$ cat config.mk
export PLATFORM = sky130hd
export DESIGN_NAME = motor_bridge_demag_current_limit
export DESIGN_NICKNAME = d
export VERILOG_FILES = /design/src/motor_pkg.sv /design/src/int_pwm_tick.sv /design/src/leg_ctrl.sv /design/src/motor_bridge_demag_current_limit.sv
export SDC_FILE = /design/constraint.sdc
export NUM_CORES = 1
export LEC_CHECK = 0
export BUFFER_PORTS_ARGS = -buffer_cell sky130_fd_sc_hd__buf_2
export CAP_MARGIN = 20
export CORE_ASPECT_RATIO = 0.9
export CORE_MARGIN = 2
export CORE_UTILIZATION = 60
export DETAILED_ROUTE_END_ITERATION = 12
export GPL_ROUTABILITY_DRIVEN = 0
export PLACE_DENSITY = 0.8
export RECOVER_POWER = 50
export SKIP_CTS_REPAIR_TIMING = 1
export SYNTH_ARGS = -nofsm -noshare
export SYNTH_HDL_FRONTEND = slang
export SYNTH_SLANG_ARGS = --single-unit
$ cat constraint.sdc
create_clock -name ref_clk_i -period 2.7 [get_ports ref_clk_i]
set_clock_uncertainty 0.15 [all_clocks]
set_input_delay 0.405 -clock ref_clk_i [delete_from_list [all_inputs] [get_ports ref_clk_i]]
set_output_delay 0.405 -clock ref_clk_i [all_outputs]
set_load 0.05 [all_outputs]
$ cat src/motor_pkg.sv
package motor_pkg;
    // ----------------------------------------------------------------
    // timing
    // ----------------------------------------------------------------
    localparam int CLK_HZ = 40_000_000; // reference clock rate
    localparam int CLK_PERIOD_NS = 25; // reference clock period
    localparam int BLANK_NS = 1000; // least blanking after cycle start
    localparam int MARGIN_NS = 500; // least diode time before auto-on
    localparam int DEAD_NS = 100; // least both-off time per leg
    localparam int SLOW_PWM_HZ = 20_000; // internal restart, slow
    localparam int FAST_PWM_HZ = 40_000; // internal restart, fast
    localparam int BLANK_CYC = (BLANK_NS + CLK_PERIOD_NS - 1) / CLK_PERIOD_NS;
    localparam int MARGIN_CYC = (MARGIN_NS + CLK_PERIOD_NS - 1) / CLK_PERIOD_NS;
    localparam int DEAD_CYC = (DEAD_NS + CLK_PERIOD_NS - 1) / CLK_PERIOD_NS;
    localparam logic [5:0] BLANK_LOAD = 6'(BLANK_CYC); // blank counter load
    localparam logic [5:0] MARGIN_DONE = 6'(MARGIN_CYC); // margin count end
    localparam logic [2:0] DEAD_DONE = 3'(DEAD_CYC); // dead count end
    localparam logic [10:0] SLOW_LAST = 11'(CLK_HZ / SLOW_PWM_HZ - 1);
    localparam logic [10:0] FAST_LAST = 11'(CLK_HZ / FAST_PWM_HZ - 1);
    // ----------------------------------------------------------------
    // four-level strap codes and bit meaning
    // ----------------------------------------------------------------
    localparam logic [1:0] STRAP_GND = 2'h0; // off, 16 A
    localparam logic [1:0] STRAP_GND_RES = 2'h1; // off, 24 A
    localparam logic [1:0] STRAP_OPEN = 2'h2; // on, 16 A
    localparam logic [1:0] STRAP_AVDD = 2'h3; // on, 24 A
    localparam int STRAP_OCP_BIT = 0; // set: 24 A level
    localparam int STRAP_SR_BIT = 1; // set: rectification on
    // ----------------------------------------------------------------
    // register map, 8-bit data
    // ----------------------------------------------------------------
    localparam logic [3:0] ADDR_CFG = 4'h0; // configuration
    localparam logic [3:0] ADDR_STATUS = 4'h1; // live state
    localparam logic [3:0] ADDR_GATES = 4'h2; // gate outputs
    localparam logic [7:0] CFG_RESET = 8'h00; // all features off
    localparam int CFG_SYNC = 0; // sync_rectify_enable
    localparam int CFG_ASYNC = 1; // async_rectify_enable
    localparam int CFG_BRAKE = 2; // limit_recirculation_select
    localparam int CFG_FAST = 3; // internal clock 40 kHz
    localparam int CFG_OCP = 4; // overcurrent level 24 A
    localparam int CFG_GAIN = 5; // gain field low bit, two bits
    localparam int ST_LIMIT = 0; // limit flag
    localparam int ST_BLANK = 1; // blanking active
    localparam int ST_DEMAG = 2; // demag enabled
    localparam int ST_OCP = 3; // overcurrent level
    localparam int ST_AUTO = 4; // auto-on per leg, three bits
    localparam int GT_LS = 3; // low-side gates field in gates word
endpackage

$ cat src/int_pwm_tick.sv
// ----------------------------------------------------------------
// internal restart clock for full-duty inputs
// ----------------------------------------------------------------
module int_pwm_tick (
    input wire logic ref_clk_i, // reference clock
    input wire logic rst_n_i, // synchronous reset, low
    input wire logic ce_i, // clock enable
    input wire logic fast_i, // high: 40 kHz, low: 20 kHz
    output logic tick_o // one-cycle restart pulse
);
    logic [10:0] cnt_ff; // free-running period count
    logic [10:0] last_w; // final count of this period
    logic wrap_w; // period ends now

    // a shortened period after a select change wraps at once
    assign last_w = fast_i ? motor_pkg::FAST_LAST : motor_pkg::SLOW_LAST;
    assign wrap_w = (cnt_ff >= last_w);

    // counter and pulse
    always_ff @(posedge ref_clk_i) begin
        if (!rst_n_i) begin
            cnt_ff <= 11'h000;
            tick_o <= 1'b0;
        end else if (ce_i) begin
            cnt_ff <= wrap_w ? 11'h000 : cnt_ff + 11'h001;
            tick_o <= wrap_w;
        end
    end
endmodule

$ cat src/leg_ctrl.sv
// ----------------------------------------------------------------
// one half-bridge: demagnetization and dead time
// ----------------------------------------------------------------
module leg_ctrl (
    input wire logic ref_clk_i, // reference clock
    input wire logic rst_n_i, // synchronous reset, low
    input wire logic ce_i, // clock enable
    input wire logic demag_en_i, // rectification enabled
    input wire logic hs_cmd_i, // high side wanted
    input wire logic ls_cmd_i, // low side wanted
    input wire logic hs_hold_i, // limit holds high side off
    input wire logic hs_rev_i, // high_side_reverse_comparator
    input wire logic ls_rev_i, // low_side_reverse_comparator
    output logic hs_gate_o, // high-side gate
    output logic ls_gate_o, // low-side gate
    output logic auto_o // automatic turn-on active
);
    typedef enum logic [2:0] {
        LEG_DEAD = 3'h1, // both off
        LEG_HS = 3'h2, // high side on
        LEG_LS = 3'h4 // low side on
    } leg_state_e;

    leg_state_e state_ff, nxt_state; // leg state
    logic [2:0] dead_ff; // both-off time so far
    logic [5:0] ls_margin_ff, hs_margin_ff; // diode time so far
    logic armed_ff, cut_ff; // decay seen, low side cut

    function automatic logic [5:0] sat_up(input logic [5:0] v);
        sat_up = (v == motor_pkg::MARGIN_DONE) ? v : v + 6'h01;
    endfunction

    // diode conduction while neither FET is commanded
    wire ls_diode_w = demag_en_i & ~hs_cmd_i & ~ls_cmd_i & ls_rev_i;
    wire hs_diode_w = demag_en_i & ~hs_cmd_i & ~ls_cmd_i & ~hs_hold_i & hs_rev_i;
    // on only after the margin; drops as soon as the comparator clears
    wire ls_auto_w = ls_diode_w & (ls_margin_ff == motor_pkg::MARGIN_DONE);
    wire hs_auto_w = hs_diode_w & (hs_margin_ff == motor_pkg::MARGIN_DONE);
    wire ls_eff_w = ls_cmd_i & ~cut_ff;
    wire want_hs_w = (hs_cmd_i | hs_auto_w) & ~(ls_eff_w | ls_auto_w);
    wire want_ls_w = (ls_eff_w | ls_auto_w) & ~(hs_cmd_i | hs_auto_w);
    wire dead_ok_w = (dead_ff == motor_pkg::DEAD_DONE);

    // next state: every change passes through the dead state
    always_comb begin
        nxt_state = state_ff;
        case (state_ff)
            LEG_HS: if (!want_hs_w) nxt_state = LEG_DEAD;
            LEG_LS: if (!want_ls_w) nxt_state = LEG_DEAD;
            LEG_DEAD: begin
                if (dead_ok_w && want_hs_w) nxt_state = LEG_HS;
                else if (dead_ok_w && want_ls_w) nxt_state = LEG_LS;
            end
            default: nxt_state = LEG_DEAD;
        endcase
    end

    // state, gates, counters
    always_ff @(posedge ref_clk_i) begin
        if (!rst_n_i) begin
            state_ff <= LEG_DEAD;
            hs_gate_o <= 1'b0;
            ls_gate_o <= 1'b0;
            auto_o <= 1'b0;
            dead_ff <= 3'h0;
            ls_margin_ff <= 6'h00;
            hs_margin_ff <= 6'h00;
            armed_ff <= 1'b0;
            cut_ff <= 1'b0;
        end else if (ce_i) begin
            state_ff <= nxt_state;
            hs_gate_o <= (nxt_state == LEG_HS);
            ls_gate_o <= (nxt_state == LEG_LS);
            auto_o <= ls_auto_w | hs_auto_w;
            dead_ff <= (state_ff != LEG_DEAD) ? 3'h0 : (dead_ok_w ? dead_ff : dead_ff + 3'h1);
            ls_margin_ff <= ls_diode_w ? sat_up(ls_margin_ff) : 6'h00;
            hs_margin_ff <= hs_diode_w ? sat_up(hs_margin_ff) : 6'h00;
            // decay current seen, then its loss means near zero
            armed_ff <= ls_cmd_i & (armed_ff | ls_rev_i);
            cut_ff <= ls_cmd_i & demag_en_i & (cut_ff | (armed_ff & ~ls_rev_i));
        end
    end

    // once cut, the low side must be off by the next edge
    property p_cut_low;
        @(posedge ref_clk_i) disable iff (!rst_n_i)
        ce_i && cut_ff |=> !ls_gate_o;
    endproperty
    a_cut_low: assert property (p_cut_low) else $error("low side kept past zero");
endmodule

$ cat src/motor_bridge_demag_current_limit.sv
// ----------------------------------------------------------------
// three-leg bridge control: demag, current limit, registers
// ----------------------------------------------------------------
module motor_bridge_demag_current_limit (
    input wire logic ref_clk_i, // 40 MHz reference clock
    input wire logic rst_n_i, // synchronous reset, low
    input wire logic ce_i, // clock enable, low freezes
    input wire logic [2:0] high_side_phase_input_i, // high-side commands
    input wire logic [2:0] low_side_phase_input_i, // low-side commands
    input wire logic driver_disable_input_i, // high: all gates off
    input wire logic [2:0] high_side_reverse_comparator_i, // out to supply
    input wire logic [2:0] low_side_reverse_comparator_i, // ground to out
    input wire logic limit_cmp_i, // sense sum beyond limit threshold
    input wire logic pin_config_i, // high: pin-configured variant
    input wire logic [1:0] protect_rectify_strap_i, // four-level strap
    input wire logic [1:0] gain_strap_i, // four-level gain strap
    input wire logic [3:0] addr_i, // register address
    input wire logic [7:0] wdata_i, // write data
    input wire logic wr_i, // write strobe
    input wire logic rd_i, // read strobe
    output logic [7:0] rdata_o, // read data, cycle after strobe
    output logic [2:0] hs_gate_o, // high-side gates
    output logic [2:0] ls_gate_o, // low-side gates
    output logic [1:0] sense_gain_o, // current-sense gain level
    output logic ocp_24a_o // overcurrent level: high 24 A
);
    // ----------------------------------------------------------------
    // configuration
    // ----------------------------------------------------------------
    logic [7:0] cfg_ff; // software configuration
    logic [1:0] strap_ff; // latched rectify strap
    logic [1:0] gain_strap_ff; // latched gain strap
    logic strap_taken_ff; // straps captured since reset
    logic [7:0] rdata_w; // selected read word

    // straps are caught once, the first enabled edge after reset
    always_ff @(posedge ref_clk_i) begin
        if (!rst_n_i) begin
            strap_ff <= motor_pkg::STRAP_GND;
            gain_strap_ff <= 2'h0;
            strap_taken_ff <= 1'b0;
        end else if (ce_i && !strap_taken_ff) begin
            strap_ff <= protect_rectify_strap_i;
            gain_strap_ff <= gain_strap_i;
            strap_taken_ff <= 1'b1;
        end
    end

    // register variant takes both enables; pin variant the strap
    wire reg_demag_w = cfg_ff[motor_pkg::CFG_SYNC] & cfg_ff[motor_pkg::CFG_ASYNC];
    wire demag_en_w = pin_config_i ? strap_ff[motor_pkg::STRAP_SR_BIT] : reg_demag_w;
    wire ocp_w = pin_config_i ? strap_ff[motor_pkg::STRAP_OCP_BIT]
        : cfg_ff[motor_pkg::CFG_OCP];
    wire [1:0] gain_w = pin_config_i ? gain_strap_ff
        : cfg_ff[motor_pkg::CFG_GAIN +: 2];
    // no recirculation select in the pin variant: stays high impedance
    wire brake_w = ~pin_config_i & cfg_ff[motor_pkg::CFG_BRAKE];
    wire fast_w = ~pin_config_i & cfg_ff[motor_pkg::CFG_FAST];

    // ----------------------------------------------------------------
    // cycle start, blanking and limit flag
    // ----------------------------------------------------------------
    logic [2:0] hs_prev_ff; // last high-side commands
    logic [5:0] blank_cnt_ff; // blanking cycles left
    logic limit_flag_ff; // per-cycle current-limit trip
    logic tick_w; // internal restart pulse

    int_pwm_tick u_tick (
        .ref_clk_i(ref_clk_i),
        .rst_n_i(rst_n_i),
        .ce_i(ce_i),
        .fast_i(fast_w),
        .tick_o(tick_w)
    );

    wire hs_any_w = |high_side_phase_input_i; // some high side commanded
    wire hs_rise_w = |(high_side_phase_input_i & ~hs_prev_ff); // new PWM cycle
    // a held full-duty input restarts on the internal clock
    wire cycle_start_w = hs_rise_w | (tick_w & hs_any_w);
    wire blanking_w = cycle_start_w | (blank_cnt_ff != 6'h00);
    wire trip_w = limit_cmp_i & ~blanking_w;
    // trip outranks the restart, though blanking keeps them apart
    wire nxt_limit_flag = trip_w | (limit_flag_ff & ~cycle_start_w);
    wire brake_hold_w = limit_flag_ff & brake_w;

    // flag and blanking counter
    always_ff @(posedge ref_clk_i) begin
        if (!rst_n_i) begin
            hs_prev_ff <= 3'h0;
            blank_cnt_ff <= 6'h00;
            limit_flag_ff <= 1'b0;
        end else if (ce_i) begin
            hs_prev_ff <= high_side_phase_input_i;
            if (cycle_start_w) begin
                blank_cnt_ff <= motor_pkg::BLANK_LOAD;
            end else if (blank_cnt_ff != 6'h00) begin
                blank_cnt_ff <= blank_cnt_ff - 6'h01;
            end
            limit_flag_ff <= nxt_limit_flag;
        end
    end

    // ----------------------------------------------------------------
    // legs
    // ----------------------------------------------------------------
    logic [2:0] auto_w; // auto-on per leg
    // the limit only removes high sides; the disable removes all
    wire [2:0] hs_cmd_w = high_side_phase_input_i & {3{~limit_flag_ff & ~driver_disable_input_i}};
    wire [2:0] ls_cmd_w = (low_side_phase_input_i | {3{brake_hold_w}})
        & {3{~driver_disable_input_i}};
    wire leg_demag_w = demag_en_w & ~driver_disable_input_i;

    genvar g;
    generate
        for (g = 0; g < 3; g++) begin : g_leg
            leg_ctrl u_leg (
                .ref_clk_i(ref_clk_i),
                .rst_n_i(rst_n_i),
                .ce_i(ce_i),
                .demag_en_i(leg_demag_w),
                .hs_cmd_i(hs_cmd_w[g]),
                .ls_cmd_i(ls_cmd_w[g]),
                .hs_hold_i(limit_flag_ff),
                .hs_rev_i(high_side_reverse_comparator_i[g]),
                .ls_rev_i(low_side_reverse_comparator_i[g]),
                .hs_gate_o(hs_gate_o[g]),
                .ls_gate_o(ls_gate_o[g]),
                .auto_o(auto_w[g])
            );
        end
    endgenerate

    // ----------------------------------------------------------------
    // register port
    // ----------------------------------------------------------------
    wire [7:0] status_w = {1'b0, auto_w, ocp_w, demag_en_w, blanking_w, limit_flag_ff};
    wire [7:0] gates_w = {2'h0, ls_gate_o, hs_gate_o};
    // unmapped addresses read as zero
    assign rdata_w = (addr_i == motor_pkg::ADDR_CFG) ? cfg_ff
        : (addr_i == motor_pkg::ADDR_STATUS) ? status_w
        : (addr_i == motor_pkg::ADDR_GATES) ? gates_w : 8'h00;

    // configuration write, read data and pin-level outputs
    always_ff @(posedge ref_clk_i) begin
        if (!rst_n_i) begin
            cfg_ff <= motor_pkg::CFG_RESET;
            rdata_o <= 8'h00;
            sense_gain_o <= 2'h0;
            ocp_24a_o <= 1'b0;
        end else if (ce_i) begin
            if (wr_i && addr_i == motor_pkg::ADDR_CFG) begin
                cfg_ff <= wdata_i;
            end
            rdata_o <= rd_i ? rdata_w : 8'h00; // valid one cycle only
            sense_gain_o <= gain_w;
            ocp_24a_o <= ocp_w;
        end
    end

    // ----------------------------------------------------------------
    // assertions
    // ----------------------------------------------------------------
    property p_no_shoot;
        @(posedge ref_clk_i) disable iff (!rst_n_i)
        (hs_gate_o & ls_gate_o) == 3'h0;
    endproperty
    a_no_shoot: assert property (p_no_shoot) else $error("leg shoot-through");

    property p_dead_gap;
        @(posedge ref_clk_i) disable iff (!rst_n_i)
        ce_i && $fell(hs_gate_o[0]) |-> !ls_gate_o[0] ##1 !ls_gate_o[0];
    endproperty
    a_dead_gap: assert property (p_dead_gap) else $error("no dead time");

    property p_hs_held_off;
        @(posedge ref_clk_i) disable iff (!rst_n_i)
        limit_flag_ff && $past(limit_flag_ff) && $past(ce_i) |-> hs_gate_o == 3'h0;
    endproperty
    a_hs_held_off: assert property (p_hs_held_off) else $error("high side on in limit");

    property p_trip_sets;
        @(posedge ref_clk_i) disable iff (!rst_n_i)
        ce_i && limit_cmp_i && !blanking_w |=> limit_flag_ff;
    endproperty
    a_trip_sets: assert property (p_trip_sets) else $error("trip missed");

    property p_blank_ignores;
        @(posedge ref_clk_i) disable iff (!rst_n_i)
        ce_i && blanking_w && !limit_flag_ff |=> !limit_flag_ff;
    endproperty
    a_blank_ignores: assert property (p_blank_ignores) else $error("trip in blanking");

    property p_edge_clears;
        @(posedge ref_clk_i) disable iff (!rst_n_i)
        ce_i && limit_flag_ff && hs_rise_w |=> !limit_flag_ff;
    endproperty
    a_edge_clears: assert property (p_edge_clears) else $error("flag kept over edge");

    property p_tick_clears;
        @(posedge ref_clk_i) disable iff (!rst_n_i)
        ce_i && limit_flag_ff && tick_w && hs_any_w |=> !limit_flag_ff ##0 blank_cnt_ff == motor_pkg::BLANK_LOAD;
    endproperty
    a_tick_clears: assert property (p_tick_clears) else $error("no internal restart");

    property p_tick_gap;
        @(posedge ref_clk_i) disable iff (!rst_n_i)
        tick_w && ce_i |=> !tick_w [*8];
    endproperty
    a_tick_gap: assert property (p_tick_gap) else $error("restart ticks too close");

    property p_pin_slow;
        @(posedge ref_clk_i) disable iff (!rst_n_i)
        pin_config_i |-> !fast_w;
    endproperty
    a_pin_slow: assert property (p_pin_slow) else $error("pin variant not 20 kHz");

    property p_brake;
        @(posedge ref_clk_i) disable iff (!rst_n_i)
        (ce_i && limit_flag_ff && brake_w && !demag_en_w && !driver_disable_input_i) [*8]
        |-> ls_gate_o == 3'h7;
    endproperty
    a_brake: assert property (p_brake) else $error("brake not applied");

    property p_hiz;
        @(posedge ref_clk_i) disable iff (!rst_n_i)
        (ce_i && limit_flag_ff && !brake_w && !demag_en_w && low_side_phase_input_i == 3'h0) [*2]
        |-> ls_gate_o == 3'h0;
    endproperty
    a_hiz: assert property (p_hiz) else $error("low side on in high impedance");

    property p_follow_cmd;
        @(posedge ref_clk_i) disable iff (!rst_n_i)
        ce_i && !demag_en_w |=> (hs_gate_o & ~$past(high_side_phase_input_i)) == 3'h0
            && (ls_gate_o & ~$past(ls_cmd_w)) == 3'h0;
    endproperty
    a_follow_cmd: assert property (p_follow_cmd) else $error("gate without command");

    property p_strap_level;
        @(posedge ref_clk_i) disable iff (!rst_n_i)
        ce_i && pin_config_i && strap_taken_ff
        |-> demag_en_w == (strap_ff == motor_pkg::STRAP_OPEN
            || strap_ff == motor_pkg::STRAP_AVDD)
        ##1 ocp_24a_o == (strap_ff == motor_pkg::STRAP_GND_RES
            || strap_ff == motor_pkg::STRAP_AVDD);
    endproperty
    a_strap_level: assert property (p_strap_level) else $error("strap mode wrong");

    c_trip: cover property (@(posedge ref_clk_i) disable iff (!rst_n_i)
        trip_w ##1 limit_flag_ff);
    c_full_duty: cover property (@(posedge ref_clk_i) disable iff (!rst_n_i)
        limit_flag_ff && tick_w && hs_any_w && !hs_rise_w);
    c_auto_on: cover property (@(posedge ref_clk_i) disable iff (!rst_n_i)
        auto_w != 3'h0);
    c_brake: cover property (@(posedge ref_clk_i) disable iff (!rst_n_i)
        brake_hold_w && ls_gate_o == 3'h7);
endmodule

==> flow_summary.ini, run 1 <==
[outcome]
status = complete, but fails checks
violations = hold timing

[timing]
period_needed_ns = 2.458
hold_ws_ns = -0.01769
tightestPinTransition_ns = 1.322
slew_viol_final = 0
setup_viol = 0
max_freq_ghz = 0.4069
period_share_pct = 91.02
hold_viol = 3
slew_headroom_pct = 11.90
rsz0062_at_grt = false
fin_tns_setup_ns = 0

[critical_path]
arrival_ns = 2.71
reg2reg_depth = 7
reg2reg_slack_ns = 0.24
critPathLaunchType = register
worstPathMaxFanout = 8
reg2reg_to = g_leg[2].u_leg.ls_margin_ff[5]
critPathKind = reg -> reg
end_kind = register
r2r_start = limit_flag_ff
slowest_stage = dfxtp_1
worstPathCellList = and3b_1, a2111oi_4, buf_4, a31oi_1, nand4_1, xor2_1, nor2_1
cpPeakStageDelay_ns = 0.53
worstPathRequired_ns = 2.96

[clocking]
cts_buffers = 17
clk_latency_ns = 0.52
cts_buffer_depth = 2
htreeDepth = 4
clkTransAtPathRegs_ns = 0.06
numClockSinks = 115
cts_tree = done
cts-root-buf = clkbuf_8

[synthesis]
synth-seq-cells = 115
synth_compound_area_share_pct = 14.72
avgSynthCellArea_um2 = 8.209
synth_top_cell_by_area = dfxtp_1
synth_area_um2 = 5796
synthSimpleGateAreaFrac_pct = 25.52
yosys-mux-area-fraction_pct = 3.994
synth_top_family_by_area = simple AND/OR/NAND/NOR gates
synthAdderAreaFrac_pct = 4.965
synth_top_area_share_pct = 39.72
synth_xor_area_share_pct = 5.743
netlist_instances = 706
async_reset_ff_share_pct = 0
synth_common_cells = dfxtp_1 (115), nor2_1 (97), nand2_1 (84)
ys_top_cells_by_area = dfxtp_1 (40%), nor2_1 (6.3%), nand2_1 (5.4%)
synth_top_flop_cell = dfxtp_1
yosysWarnings = 0
synthDistinctLibCells = 62
synth_edf_count = 0
yosysMostFrequentCell = dfxtp_1
seq_area_frac_synth_pct = 39.72
synth_nets = 765

[final_layout]
multi_input_area_um2 = 3184
ff_latch_area_um2 = 2302
fillCellCount = 741
area_growth_pct = 17.55
post_route_cells_drive_above_1_share_pct = 11.14
final_area_um2 = 6813
diodes = 0
nets = 827

[die]
die_height_um = 97.24
core-area_um2 = 9529
die_width_um = 107.6
num_rows = 34
dieArea_um2 = 10460
start_util_pct = 60.82
boundaryPins = 53

[routing]
vias = 5305
wirelength_um = 14220
drtAntennaViolNets = 0
wl_per_cell_um = 15.67
drtPass1Iterations = 6
drtIter0Drc = 318
route.detailed.drc = 0
viasPerCell = 5.849

[global_routing]
grt_overflow_total = 0
grt_max_degree = 88
grt_usage_pct = 28.40
grt_pass1_vias = 5210
grt_first_pass_wirelength_um = 23890
antenna_found_initial = 0

[power_and_ir_drop]
seq_power_share_pct = 40.9
clock_power_share_pct = 51.6
power_density_nw_per_um2 = 632.8
swShare_pct = 23.92
p_leak_nw = 2.582
p_sw_mw = 1.031
internal_power_mw = 3.280
comb_power_share_pct = 7.6
ir_worst_vdd_uv = 617.3

[min_path]
min_from = wdata_i[7]
whs_endpoint = cfg_ff[7]
hold_depth = 3
hp-class = in -> reg

[place]
port_buffers = 52
post_dp_cell_area_um2 = 6195
dp_hpwl_um = 9598

[flow_run]
max-cap-violations = 0
-- logic make-up (layout without fill, tap and decap cells) --
logic type | after synthesis | in the layout
XOR/XNOR | 38 | 38
adder cells (fa/ha/maj) | 23 | 23
multiplexers | 23 | 23
AO/OA/AOI/OAI | 134 | 134
AND/OR/NAND/NOR | 303 | 303
buffers and inverters | 70 | 145
flip-flops | 115 | 115
-- layout make-up --
class                      instances  share of cell area, %
clock buffer                      19                  6.336
clock inverter                    13                  2.351
inverter                          32                  1.763
multi-input combinational        521                  46.74
sequential                       115                  33.79
tap                              126                  2.314
timing repair buffer              81                  6.703
-- stage by stage --
stage                     util (%)  setup WS, ns  hold WS [ns]  cells  power (mW)
after floorplan                  -        0.2079        0.2854    706       2.002
after global placement       65.01        0.1710        0.2970    867       2.097
after detailed placement     65.01        0.1053        0.2990    867       2.108
after CTS                    71.22        0.2528      -0.03322    899       4.316
after global routing         71.49       0.03100      0.003406    907       4.448
final                        71.49        0.2423      -0.01769    907       4.311
-- worst max-delay path by stage --
stage,start,end,cells after the start
2_1_floorplan,pin_config_i,g_leg[1].u_leg.hs_gate_o,9
3_3_place_gp,pin_config_i,g_leg[1].u_leg.hs_gate_o,7
3_5_place_dp,high_side_phase_input_i[0],g_leg[0].u_leg.state_ff[0],7
4_1_cts,g_leg[0].u_leg.hs_margin_ff[0],g_leg[0].u_leg.state_ff[0],8
5_1_grt,g_leg[0].u_leg.hs_margin_ff[0],g_leg[0].u_leg.hs_gate_o,8
6_report,limit_flag_ff,g_leg[2].u_leg.ls_margin_ff[5],7
-- worst max-delay path, delay by kind of cell (launching register included) --
kind | cells | cell delay (ns)
AND/OR/NAND/NOR | 3 | 0.68
AO/OA/AOI/OAI | 2 | 0.61
buffers and inverters | 1 | 0.17
XOR/XNOR | 1 | 0.21
flip-flops | 1 | 0.53
-- routing by layer --
layer,GRT usage (%),share of wire [%]
met4,11.64,1.7
met3,6.237,5.6
met5,0,0
met1,34.51,42
met2,48.33,50
-- power groups by stage --
stage	Sequential, mW	Clock [mW]	Combinational, mW
CTS	1.76	2.24	0.318
global route	1.77	2.32	0.361
finish	1.76	2.22	0.327
global placement	1.79	0	0.302
floorplan	1.80	0	0.203
detailed placement	1.80	0	0.312
-- cells in the final DEF (no fill, tap or decap), drive strengths merged, types with 4 or more instances in the layout --
cell type,synthesis,layout
ha,23,23
nand4,28,28
o21ai,23,23
dfxtp,115,115
and3,9,9
a31oi,7,7
nor2b,8,8
nand4b,6,6
a211oi,11,11
dlygate4sd3,0,8
mux2i,22,22
nor2,97,97
xnor2,5,5
nor4,6,6
a21oi,56,56
buf,12,46
inv,31,31
nor3b,6,6
clkinv,1,6
nand2,84,84
o31ai,5,5
nand2b,17,17
nand3,17,17
clkinvlp,0,5
clkbuf,26,46
xor2,33,33
or4,4,4
o22ai,4,4
-- flip-flops by register name (all words and copies together), names as in the netlist, 2 cells and up --
register / flops
cfg_ff: 8
g_leg.u_leg.dead_ff: 9
g_leg.u_leg.state_ff: 9
blank_cnt_ff: 6
g_leg.u_leg.armed_ff: 3
rdata_o: 8
g_leg.u_leg.hs_margin_ff: 18
strap_ff: 2
sense_gain_o: 2
g_leg.u_leg.ls_gate_o: 3
g_leg.u_leg.cut_ff: 3
u_tick.cnt_ff: 11
hs_prev_ff: 3
g_leg.u_leg.auto_o: 3
g_leg.u_leg.ls_margin_ff: 18
g_leg.u_leg.hs_gate_o: 3
gain_strap_ff: 2
No activity file was read; power rests on OpenSTA's default activity.
==> inputs of run 2 (changes only) <==
--- a/config.mk
+++ b/config.mk
@@ -12,6 +12,7 @@
 export CORE_UTILIZATION = 60
 export DETAILED_ROUTE_END_ITERATION = 12
 export GPL_ROUTABILITY_DRIVEN = 0
+export HOLD_SLACK_MARGIN = 0.06
 export PLACE_DENSITY = 0.8
 export RECOVER_POWER = 50
 export SKIP_CTS_REPAIR_TIMING = 1
==> run 2 against run 1 <==
The flow now finishes without violations. Fmax hardly changed. Global-route usage stayed put. Via count is 0.13% higher. Cell area is 0.88% higher. Largest power group unchanged.
==> flow_summary.ini, run 2 (same netlist as run 1, synthesis figures left out) <==
[die]
dieArea_um2 = 10460
core-area_um2 = 9529
start_util_pct = 60.82
num_rows = 34
die_width_um = 107.6
boundaryPins = 53
die_height_um = 97.24

[critical_path]
arrival_ns = 2.71
critPathKind = reg -> reg
worstPathCellList = and3b_1, a2111oi_4, buf_4, a31oi_1, nand4_1, xor2_1, nor2_1
critPathLaunchType = register
worstPathMaxFanout = 8
end_kind = register
worstPathRequired_ns = 2.96
crit_family = simple AND/OR/NAND/NOR gates
critPathBufInv = 1
cpPeakStageDelay_ns = 0.53
slowest_stage = dfxtp_1

[place]
port_buffers = 52
dp_hpwl_um = 9598

[clocking]
cts_tree = done
clkTransAtPathRegs_ns = 0.06
cts_buffers = 17
cts_buffer_depth = 2
numClockSinks = 115
htreeDepth = 4
clk_latency_ns = 0.52
cts-root-buf = clkbuf_8

[final_layout]
layout_common_cells = dfxtp_1 (115), nor2_1 (97), nand2_1 (84)
reg.largest.list = g_leg.u_leg.hs_margin_ff: 18 flops, g_leg.u_leg.ls_margin_ff: 18 flops, u_tick.cnt_ff: 11 flops
fin_util_pct = 72.12
diodes = 0
post_route_cells_drive_above_1_share_pct = 11.05
final_common_cell = dfxtp_1
nets = 833
area_growth_pct = 18.59

[routing]
vias = 5312
drtAntennaViolNets = 0
drtIter0Drc = 395
wl_per_cell_um = 15.97
drtPass1Iterations = 5
viasPerCell = 5.818
wirelength_um = 14580
route.detailed.drc = 0

[power_and_ir_drop]
power_mw = 4.324
p_leak_nw = 2.607
ir_worst_vdd_uv = 620.1
power_density_nw_per_um2 = 629.1

[timing]
slew_headroom_pct = 13.44
rsz0062_at_grt = false
slew_viol_final = 0
fin_tns_setup_ns = 0
period_needed_ns = 2.456
tightestPinTransition_ns = 1.298
setup_viol = 0
period_share_pct = 90.97
hold_viol = 0
max_freq_ghz = 0.4072

[flow_run]
max-cap-violations = 0

[global_routing]
grt_pass1_vias = 5210
grt_usage_pct = 28.40
grt_max_degree = 88
antenna_found_initial = 0
grt_overflow_total = 0
grt_first_pass_wirelength_um = 23890

[min_path]
hp-class = in -> reg

[outcome]
status = completed
[run 2: path summary, 6_finish.rpt]
check / startpoint / to / slack [ns] / cells after the start
setup / recovery: limit_flag_ff / g_leg[2].u_leg.ls_margin_ff[5] / 0.24 / 7
hold / removal: high_side_phase_input_i[1] / hs_prev_ff[1] / 0.06 / 3
setup reg to reg: limit_flag_ff / g_leg[2].u_leg.ls_margin_ff[5] / 0.24 / 7
hold reg to reg: rdata_o[7] / rdata_o[7] / 0.31 / 2
[run 2: layer usage]
layer	track usage [%]	routed length, um
met1	34.51	6025
met2	48.33	7376
met3	6.237	915
met4	11.64	267
met5	0	0
[run 2: report_power, final]
group	internal [mW]	switching, mW	total [mW]	leakage [nW]
sequential	1.73	0.0286	1.76	0.932
clock	1.42	0.803	2.23	0.276
combinational	0.128	0.206	0.335	1.40
[run 2: area by class of cell]
type,instances,area (um^2)
fill,733,2656
timing repair buffer,87,516.7
inverter,32,120.1
clock buffer,19,431.7
sequential,115,2302
multi-input combinational,521,3184
tap,126,157.7
clock inverter,13,160.2
[run 2: stage by stage]
| step | hold WS, ns | area [um^2] | std cells | setup WS (ns) |
|---|---|---|---|---|
| after floorplan | 0.2854 | 5796 | 706 | 0.2079 |
| after global placement | 0.2970 | 6195 | 867 | 0.1710 |
| after detailed placement | 0.2990 | 6195 | 867 | 0.1053 |
| after CTS | -0.03322 | 6787 | 899 | 0.2528 |
| after global routing | 0.07369 | 6873 | 913 | 0.03100 |
| final | 0.06000 | 6873 | 913 | 0.2439 |
[run 2: worst min-delay path: stages]
cell and delay, ns:
buf_2 0.13, mux2i_1 0.08, nor2_1 0.07
